File: src/core/pwf_pkg.sv
// How it works
// - frame destination address must be unicast
// - every tunnel packet carries an Ethernet header
// - VLAN tag handled; node inserts and strips it
// - core maps VLAN priority from DSCP
// - no fragmentation; no-fragment flag always set
// - core holds configurable 6-bit DSCP values
// - IPv4 and IPv6 headers built and accepted
// - node holds four distinct core endpoint addresses
// - no session before endpoint security is ready
// - one local endpoint address for all sessions
// - core marks control with policy, signals non-zero
// - node control DSCP from attribute, else zero
// - core marks data and latency requests per flow
// - node latency responses use signalled value or request's; core uses control DSCP
// - node probe responses use return value or request's; core uses control DSCP
// - core sends upstream flow attribute with DSCP
// - node marks upstream data per flow attribute
// - node works without UDP; capability is advertised
// - core uses UDP when configured and capable
// - node adopts UDP from first initial request
package pwf_pkg;

    localparam int EP_SLOTS = 4;
    localparam int FLOW_SLOTS = 4;
    localparam int MAC_GROUP_BIT = 40;
    localparam logic [5:0] DSCP_BEST_EFFORT = 6'h00;
    localparam logic [12:0] FRAG_OFF_NONE = 13'h0000;
    localparam logic [11:0] VLAN_NONE = 12'h000;

    typedef enum logic [2:0] {
        PK_CTRL, PK_DATA, PK_LAT_REQ, PK_LAT_RSP, PK_BFD_REQ, PK_BFD_RSP
    } pwf_kind_t;

    typedef enum logic [2:0] {
        AT_NONE, AT_INIT_REQ, AT_CC_DSCP, AT_LAT_DSCP, AT_BFD_DSCP, AT_UP_FLOW
    } pwf_attr_t;

    // one outer header, carried as fields rather than serialised bytes
    typedef struct packed {
        logic [47:0] ethDst;
        logic [47:0] ethSrc;
        logic vlanOn;
        logic [2:0] vlanPcp;
        logic [11:0] vlanId;
        logic ipV6;
        logic [5:0] dscp;
        logic noFragFlag;
        logic moreFrag;
        logic [12:0] fragOff;
        logic [127:0] srcIp;
        logic [127:0] dstIp;
        logic udpOn;
        pwf_kind_t kind;
        logic [7:0] flowId;
        pwf_attr_t attr;
        logic [5:0] attrDscp;
        logic [7:0] attrFlow;
    } pwf_hdr_t;

    localparam pwf_hdr_t HDR_IDLE = '0;

    function automatic logic [2:0] pcp_of(input logic [5:0] dscp);
        return dscp[5:3];
    endfunction

    // tag is removed before the header reaches the user side
    function automatic pwf_hdr_t strip_vlan(input pwf_hdr_t h);
        pwf_hdr_t r;
        r = h;
        r.vlanOn = 1'b0;
        r.vlanPcp = 3'h0;
        r.vlanId = VLAN_NONE;
        return r;
    endfunction

endpackage

File: src/core/pwf_link_if.sv
`timescale 1ns/1ps
interface pwf_link_if;
    import pwf_pkg::*;
    logic downValid;
    logic downReady;
    pwf_hdr_t downHdr;
    logic upValid;
    logic upReady;
    pwf_hdr_t upHdr;

    modport node (
        input downValid, downHdr, upReady,
        output downReady, upValid, upHdr
    );
    modport core (
        output downValid, downHdr, upReady,
        input downReady, upValid, upHdr
    );
endinterface

File: src/core/pwf_hdr_check.sv
`timescale 1ns/1ps
module pwf_hdr_check import pwf_pkg::*; (
    input pwf_hdr_t hdr, // header under test
    input wire logic [47:0] ownMac, // our station address
    input wire logic [127:0] ownIp, // our endpoint address
    output logic ok, // header accepted
    output logic badMac, // group or foreign destination
    output logic badFrag // fragment or missing flag
);
    logic ipMatch;

    always_comb begin
        badMac = hdr.ethDst[MAC_GROUP_BIT] || (hdr.ethDst != ownMac);
        badFrag = !hdr.noFragFlag || hdr.moreFrag || (hdr.fragOff != FRAG_OFF_NONE);
        // v4 addresses sit in the low word, upper bits ignored
        ipMatch = hdr.ipV6 ? (hdr.dstIp == ownIp) : (hdr.dstIp[31:0] == ownIp[31:0]);
        ok = !badMac && !badFrag && ipMatch;
    end
endmodule

File: src/core/pwf_node_end.sv
`timescale 1ns/1ps
module pwf_node_end import pwf_pkg::*; (
    input wire logic sys_clk, // clock
    input wire logic nrst, // async reset, active low
    pwf_link_if.node link, // link to the core
    input wire logic [47:0] ownMac, // node station address
    input wire logic [127:0] ownIp, // node endpoint address
    input wire logic useV6, // build IPv6 outer headers
    input wire logic vlanInsert, // insert a VLAN tag upstream
    input wire logic [11:0] vlanId, // tag identifier
    input wire logic udpCapable, // node offers UDP framing
    input wire logic ikeMutual, // mutual authentication exists
    input wire logic [EP_SLOTS-1:0] saReady, // security ready per endpoint
    input wire logic txValid, // upstream request
    output logic txReady, // request can be taken
    input pwf_kind_t txKind, // packet class
    input wire logic [7:0] txFlow, // flow identifier
    input wire logic [1:0] txEp, // endpoint slot to send to
    input wire logic [5:0] txReqDscp, // DSCP of the request answered
    input wire logic [47:0] txDstMac, // next hop address
    output logic txRefused, // request dropped, one cycle
    output logic rxValid, // received header, one cycle
    output pwf_hdr_t rxHdr, // received header, tag stripped
    output logic [1:0] rxEp, // endpoint slot of the sender
    output logic rxDrop, // received header rejected, one cycle
    output logic udpMode, // UDP framing in use
    output logic udpAdvert, // capability for the config channel
    output logic [EP_SLOTS-1:0] epUsed // endpoint slots in use
);
    typedef struct packed {
        logic [EP_SLOTS-1:0][127:0] epAddr;
        logic [EP_SLOTS-1:0] epUsed;
        logic [5:0] ccDscp;
        logic latSet;
        logic [5:0] latDscp;
        logic bfdSet;
        logic [5:0] bfdDscp;
        logic [FLOW_SLOTS-1:0] upSet;
        logic [FLOW_SLOTS-1:0][5:0] upDscp;
        logic udpMode;
        logic initSeen;
        logic upValid;
        pwf_hdr_t upHdr;
        logic rxValid;
        pwf_hdr_t rxHdr;
        logic [1:0] rxEp;
        logic rxDrop;
        logic txRefused;
    } pwf_node_st_t;

    pwf_node_st_t st_ff;
    pwf_node_st_t nxt_st;
    logic chkOk;

    pwf_hdr_check u_check (
        .hdr(link.downHdr),
        .ownMac(ownMac),
        .ownIp(ownIp),
        .ok(chkOk),
        .badMac(),
        .badFrag()
    );

    // returns {hit, slot}
    function automatic logic [2:0] ep_find(
        input logic [EP_SLOTS-1:0][127:0] addr,
        input logic [EP_SLOTS-1:0] used,
        input logic [127:0] ip
    );
        logic [2:0] r;
        r = 3'h0;
        for (int i = EP_SLOTS - 1; i >= 0; i--) begin
            if (used[i] && addr[i] == ip) begin
                r = {1'b1, 2'(i)};
            end
        end
        return r;
    endfunction

    // returns {found, slot} of the lowest free slot
    function automatic logic [2:0] ep_free(input logic [EP_SLOTS-1:0] used);
        logic [2:0] r;
        r = 3'h0;
        for (int i = EP_SLOTS - 1; i >= 0; i--) begin
            if (!used[i]) begin
                r = {1'b1, 2'(i)};
            end
        end
        return r;
    endfunction

    function automatic logic [5:0] pick_dscp(
        input pwf_node_st_t s,
        input pwf_kind_t kind,
        input logic [7:0] flow,
        input logic [5:0] reqDscp
    );
        logic [5:0] d;
        d = DSCP_BEST_EFFORT;
        unique case (kind)
            PK_CTRL: d = s.ccDscp;
            PK_LAT_RSP: d = s.latSet ? s.latDscp : reqDscp;
            PK_BFD_RSP: d = s.bfdSet ? s.bfdDscp : reqDscp;
            PK_DATA: begin
                // without a flow attribute the data goes best effort
                if (s.upSet[flow[1:0]]) begin
                    d = s.upDscp[flow[1:0]];
                end
            end
            PK_LAT_REQ, PK_BFD_REQ: d = reqDscp;
        endcase
        return d;
    endfunction

    // the upstream register is free, or drains this cycle
    assign txReady = !st_ff.upValid || link.upReady;
    // headers are consumed in one cycle; no stall toward the core
    assign link.downReady = 1'b1;

    always_comb begin
        pwf_hdr_t h;
        pwf_hdr_t d;
        logic [2:0] hit;
        logic [2:0] free;
        logic [1:0] slot;
        logic known;
        h = HDR_IDLE;
        d = link.downHdr;
        hit = 3'h0;
        free = 3'h0;
        slot = 2'h0;
        known = 1'b0;
        nxt_st = st_ff;
        nxt_st.rxValid = 1'b0;
        nxt_st.rxDrop = 1'b0;
        nxt_st.txRefused = 1'b0;
        if (st_ff.upValid && link.upReady) begin
            nxt_st.upValid = 1'b0;
        end

        if (txValid && txReady) begin
            if (txDstMac[MAC_GROUP_BIT] || !st_ff.epUsed[txEp]) begin
                nxt_st.txRefused = 1'b1;
            end else if (ikeMutual && !saReady[txEp]) begin
                nxt_st.txRefused = 1'b1;
            end else begin
                h.ethDst = txDstMac;
                h.ethSrc = ownMac;
                h.vlanOn = vlanInsert;
                h.vlanId = vlanInsert ? vlanId : VLAN_NONE;
                h.ipV6 = useV6;
                h.dscp = pick_dscp(st_ff, txKind, txFlow, txReqDscp);
                h.vlanPcp = vlanInsert ? pcp_of(h.dscp) : 3'h0;
                h.noFragFlag = 1'b1;
                h.moreFrag = 1'b0;
                h.fragOff = FRAG_OFF_NONE;
                h.srcIp = ownIp;
                h.dstIp = st_ff.epAddr[txEp];
                h.udpOn = st_ff.udpMode;
                h.kind = txKind;
                h.flowId = txFlow;
                h.attr = AT_NONE;
                nxt_st.upValid = 1'b1;
                nxt_st.upHdr = h;
            end
        end

        if (link.downValid) begin
            hit = ep_find(st_ff.epAddr, st_ff.epUsed, d.srcIp);
            free = ep_free(st_ff.epUsed);
            known = hit[2];
            slot = hit[1:0];
            // control traffic from a new address takes a free slot
            if (!known && free[2] && d.kind == PK_CTRL) begin
                known = 1'b1;
                slot = free[1:0];
            end
            if (!chkOk || !known) begin
                nxt_st.rxDrop = 1'b1;
            end else begin
                nxt_st.epAddr[slot] = d.srcIp;
                nxt_st.epUsed[slot] = 1'b1;
                nxt_st.rxValid = 1'b1;
                nxt_st.rxHdr = strip_vlan(d);
                nxt_st.rxEp = slot;
                if (d.kind == PK_CTRL) begin
                    unique case (d.attr)
                        AT_INIT_REQ: begin
                            // only the first initial request decides framing
                            if (!st_ff.initSeen) begin
                                nxt_st.initSeen = 1'b1;
                                nxt_st.udpMode = udpCapable && d.udpOn;
                            end
                        end
                        AT_CC_DSCP: nxt_st.ccDscp = d.attrDscp;
                        AT_LAT_DSCP: begin
                            nxt_st.latSet = 1'b1;
                            nxt_st.latDscp = d.attrDscp;
                        end
                        AT_BFD_DSCP: begin
                            nxt_st.bfdSet = 1'b1;
                            nxt_st.bfdDscp = d.attrDscp;
                        end
                        AT_UP_FLOW: begin
                            nxt_st.upSet[d.attrFlow[1:0]] = 1'b1;
                            nxt_st.upDscp[d.attrFlow[1:0]] = d.attrDscp;
                        end
                        AT_NONE: begin
                        end
                        default: begin
                        end
                    endcase
                end
            end
        end
    end

    always_ff @(posedge sys_clk or negedge nrst) begin
        if (!nrst) begin
            st_ff <= '0;
            st_ff.ccDscp <= DSCP_BEST_EFFORT;
            st_ff.upHdr <= HDR_IDLE;
            st_ff.rxHdr <= HDR_IDLE;
        end else begin
            st_ff <= nxt_st;
        end
    end

    assign link.upValid = st_ff.upValid;
    assign link.upHdr = st_ff.upHdr;
    assign txRefused = st_ff.txRefused;
    assign rxValid = st_ff.rxValid;
    assign rxHdr = st_ff.rxHdr;
    assign rxEp = st_ff.rxEp;
    assign rxDrop = st_ff.rxDrop;
    assign udpMode = st_ff.udpMode;
    assign udpAdvert = udpCapable;
    assign epUsed = st_ff.epUsed;
endmodule

File: src/flat_wrapper.sv
// flat-port wrapper written by rule: the top's interface ports become plain ports
module pwf_node_end_flat import pwf_pkg::*;
  (sys_clk, nrst, ownMac, ownIp, useV6, vlanInsert, vlanId, udpCapable, ikeMutual, saReady, txValid, txReady, txKind, txFlow, txEp, txReqDscp, txDstMac, txRefused, rxValid, rxHdr, rxEp, rxDrop, udpMode, udpAdvert, epUsed, link_downValid, link_downHdr, link_upReady, link_downReady, link_upValid, link_upHdr);
  pwf_link_if link_i ();
  input wire logic sys_clk;
  input wire logic nrst;
  input wire logic [47:0] ownMac;
  input wire logic [127:0] ownIp;
  input wire logic useV6;
  input wire logic vlanInsert;
  input wire logic [11:0] vlanId;
  input wire logic udpCapable;
  input wire logic ikeMutual;
  input wire logic [EP_SLOTS-1:0] saReady;
  input wire logic txValid;
  output logic txReady;
  input pwf_kind_t txKind;
  input wire logic [7:0] txFlow;
  input wire logic [1:0] txEp;
  input wire logic [5:0] txReqDscp;
  input wire logic [47:0] txDstMac;
  output logic txRefused;
  output logic rxValid;
  output pwf_hdr_t rxHdr;
  output logic [1:0] rxEp;
  output logic rxDrop;
  output logic udpMode;
  output logic udpAdvert;
  output logic [EP_SLOTS-1:0] epUsed;
  input wire logic [$bits(link_i.downValid)-1:0] link_downValid;
  input wire logic [$bits(link_i.downHdr)-1:0] link_downHdr;
  input wire logic [$bits(link_i.upReady)-1:0] link_upReady;
  output wire logic [$bits(link_i.downReady)-1:0] link_downReady;
  output wire logic [$bits(link_i.upValid)-1:0] link_upValid;
  output wire logic [$bits(link_i.upHdr)-1:0] link_upHdr;
  assign link_i.downValid = link_downValid;
  assign link_i.downHdr = link_downHdr;
  assign link_i.upReady = link_upReady;
  assign link_downReady = link_i.downReady;
  assign link_upValid = link_i.upValid;
  assign link_upHdr = link_i.upHdr;
  pwf_node_end u_core (.sys_clk(sys_clk), .nrst(nrst), .link(link_i), .ownMac(ownMac), .ownIp(ownIp), .useV6(useV6), .vlanInsert(vlanInsert), .vlanId(vlanId), .udpCapable(udpCapable), .ikeMutual(ikeMutual), .saReady(saReady), .txValid(txValid), .txReady(txReady), .txKind(txKind), .txFlow(txFlow), .txEp(txEp), .txReqDscp(txReqDscp), .txDstMac(txDstMac), .txRefused(txRefused), .rxValid(rxValid), .rxHdr(rxHdr), .rxEp(rxEp), .rxDrop(rxDrop), .udpMode(udpMode), .udpAdvert(udpAdvert), .epUsed(epUsed));
endmodule
File: config.mk
export PLATFORM = sky130hd
export DESIGN_NAME = pwf_node_end_flat
export DESIGN_NICKNAME = d
export VERILOG_FILES = /design/src/core/pwf_pkg.sv /design/src/core/pwf_link_if.sv /design/src/core/pwf_hdr_check.sv /design/src/core/pwf_node_end.sv /design/src/flat_wrapper.sv
export SDC_FILE = /design/constraint.sdc
export NUM_CORES = 2
export LEC_CHECK = 0
export ABC_CLOCK_PERIOD_IN_PS = 8200
export CORE_AREA = 2 2 597 599
export CTS_CLUSTER_SIZE = 24
export DETAILED_ROUTE_END_ITERATION = 10
export DIE_AREA = 0 0 599 601
export DONT_BUFFER_PORTS = 1
export GPL_ROUTABILITY_DRIVEN = 1
export MAX_ROUTING_LAYER = met4
export SETUP_SLACK_MARGIN = 0.3
export SLEW_MARGIN = 20
export SYNTH_ARGS = -nofsm -noshare
export SYNTH_HDL_FRONTEND = slang
export SYNTH_SLANG_ARGS = --single-unit
export TNS_END_PERCENT = 30
File: constraint.sdc
create_clock -name sys_clk -period 8.2 [get_ports sys_clk]
set_input_delay 1.64 -clock sys_clk [delete_from_list [all_inputs] [get_ports sys_clk]]
set_output_delay 1.64 -clock sys_clk [all_outputs]
set_load 0.03 [all_outputs]
==> flow_summary.yaml <==
drt:
  wl_microns: 431900
  firstDrtPassIters: 5
  ant_nets: 0
  dr_total_vias: 49140
  drt_iter0_markers: 6070
  wl_per_cell_microns: 39.32
  drc_errors: 0
  vias_per_cell: 4.474
die:
  dieArea_sq_um: 360000
  row_count: 219
  ioPinCount: 1539
  die_x_microns: 599
  core_region_area_sq_um: 354000
  fp.dieH_microns: 601
  initial_utilization: 0.1975
synthesis:
  synth.area.top_cells: "dfrtp_1 (49%), nand2_1 (12%), buf_4 (9.2%), mux2_2 (5.8%), mux4_2 (4.4%)"
  syn-cell-area_sq_um: 69920
  yosysWarnings: 0
  synth_cell_type_count: 67
  synth_common_cells: "nand2_1 (2,213), dfrtp_1 (1,363), buf_4 (858), mux2_2 (363), clkbuf_1 (277)"
  syn_inst: 6887
  synth_top_area_share: 0.4878
  ys_seq_area_frac: 0.4878
  ys_ff_latch: 1363
  synth_area_per_cell_sq_um: 10.15
  synth_top_flop_cell: "dfrtp_1"
  synth_most_common_cell: "nand2_1"
  postSynth.asyncResetShare: 1.000
  synth_edf_count: 0
  post-synth-top-area-cell: "dfrtp_1"
clock_tree:
  post_cts_buffers: 0
  cts.path.max_buffers: 4
  root_buffer: "clkbuf_16"
  cts.sinks: 1363
  clk_pin_slew_worst_paths_ns: 0.06
  insertion_delay_ns: 0.92
  cts-resized-gates: 0
  htreeDepth: 4
  postCtsHoldBufs: 0
  cts_tree: "yes"
  numCtsBuffers: 171
worst_setup_path:
  cp_slowest_cell: "nor4_1"
  start_kind: "primary input"
  worstPathArrival_ns: 6.67
  cp_cell_sequence: "xor2_1 > nor4_1 > o2111ai_1 > nor4_1 > nand4_1 > nand3_1 > o21ba_4 > nand4_1 > mux2_2"
  critPathRequiredTime_ns: 8.92
  crit_type: "primary input to flip-flop"
  path_delay_family: "simple AND/OR/NAND/NOR gates"
  cp_slowest_stage_delay_ns: 1.15
  cp_max_fo: 43
  endpoint_kind: "flip-flop"
  path_buf_inv: 0
grt:
  grt_pass1_vias: 47080
  antenna_found_initial: 121
  grt_max_degree: 183
  grt.overflow.total: 0
  grt_pass1_wl_microns: 540200
  grt_usage: 0.2389
hold_path:
  hold_class: "flip-flop to flip-flop"
sta:
  setup_viol: 0
  fin_tns_setup_ns: 0
  relSlewSlack: 0.1452
  hold_viol_final: 0
  final_max_slew_viol_count: 0
  period_share: 0.7252
  tightest_slew_ns: 1.270
  finalClockSkew_ns: 0.1079
  fin_crit_ns: 5.947
  clock.fmax_mhz: 168.2
  rsz0062_at_grt: "no"
power_and_ir_drop:
  p_leak_nw: 36.14
  power_density_nw_per_um2: 226.0
  p_total_mw: 17.01
  peakVddDrop_mv: 0.1528
placement:
  placed_area_sq_um: 69090
  dpl.hpwl_microns: 348400
  portBuffers: 0
  gp_congestion: 1.057
layout:
  final_area_sq_um: 75250
  fin_util: 0.2126
  drive_gt1_frac: 0.1631
  syn2layout_area_growth_pct: 7.621
  final_nets: 6651
run:
  maxCapViolCount: 0
outcome:
  status: "complete, no violations"
## per-layer routing
layer  GRT usage  vias to the layer above  part of all wire
li1            -                    19960                 -
met1      0.2412                    25580              0.34
met2      0.3817                     2823              0.48
met3     0.08575                      777              0.10
met4      0.1734                        0             0.081
met5           -                        -                 0
## logic make-up (layout without fill, tap and decap cells)
logic type / Yosys count / in the layout / share of synthesized area
AOI/OAI and AO/OA: 243 / 243 / 0.02509
xor gates and xnor gates: 489 / 489 / 0.06125
buffers and inverters: 1340 / 506 / 0.1204
DFF: 1363 / 1363 / 0.4878
muxes: 696 / 696 / 0.1387
other: 2 / 180 / 0.0001074
and+or+nand+nor: 2754 / 2754 / 0.1667
## power breakdown
part / internal, mW / switching, mW / leakage, nW
Clock: 4.57 / 3.43 / 2.79
Sequential: 7.00 / 0.995 / 18.5
Combinational: 0.303 / 0.715 / 14.9
## final timing paths
| check | slack (ns) | from | cells after the start | end |
|---|---|---|---|---|
| worst max-delay path | 2.25 | link_downHdr[158] | 9 | u_core.st_ff[858]$_DFFE_PN0P_ |
| worst min-delay path | 0.46 | u_core.st_ff[844]$_DFFE_PN0P_ | 1 | u_core.st_ff[844]$_DFFE_PN0P_ |
| worst max register to register | 2.58 | u_core.st_ff[1283]$_DFFE_PN0P_ | 9 | u_core.st_ff[858]$_DFFE_PN0P_ |
| worst min register to register | 0.46 | u_core.st_ff[844]$_DFFE_PN0P_ | 1 | u_core.st_ff[844]$_DFFE_PN0P_ |
| max in group asynchronous | 5.56 | nrst | 4 | u_core.link.upHdr[102]$_DFFE_PN0P_ |
| min in group asynchronous | 0.60 | nrst | 1 | u_core.rxHdr[376]$_DFFE_PN0P_ |
## cell type report
type | instances | area (sq um)
multi-input cells | 4230 | 27680
clock inverters | 78 | 996.0
flip-flops and latches | 1363 | 34110
well taps | 4751 | 5944
repair buffers | 86 | 1006
fillers | 38630 | 278800
inverters | 112 | 420.4
clock buffers | 230 | 4761
diodes | 132 | 330.3
## flip-flops by register name, indices dropped and copies added, names as in the netlist
name                 count
u_core.txRefused         1
u_core.link.upHdr      388
u_core.rxEp              2
u_core.st_ff           561
u_core.udpMode           1
u_core.link.upValid      1
u_core.rxDrop            1
u_core.epUsed            4
u_core.rxHdr           403
u_core.rxValid           1
## cell usage in the layout, fill, tap and decap left out, drive strengths merged, types with 38 or more instances in the layout
cell,count
nand2,2213
dfrtp,1363
mux2,523
xor2,262
clkbuf,230
xnor2,227
mux4,136
diode,132
inv,124
nor4,114
nand2b,112
nor2b,111
nand4,107
buf,86
o21ai,67
conb,48
o22ai,46
clkinv,38
## metrics by stage
stage / hold slack [ns] / worst slack, ns / cells
floorplan: 0.4287 / 3.802 / 6933
global placement: 0.4397 / 1.665 / 10540
detailed placement: 0.4446 / 1.610 / 10540
CTS: 0.4582 / 2.521 / 10850
global route: 0.4767 / 2.345 / 10960
finish: 0.4633 / 2.253 / 10980
Note: power is estimated with default switching activity, not from simulation.
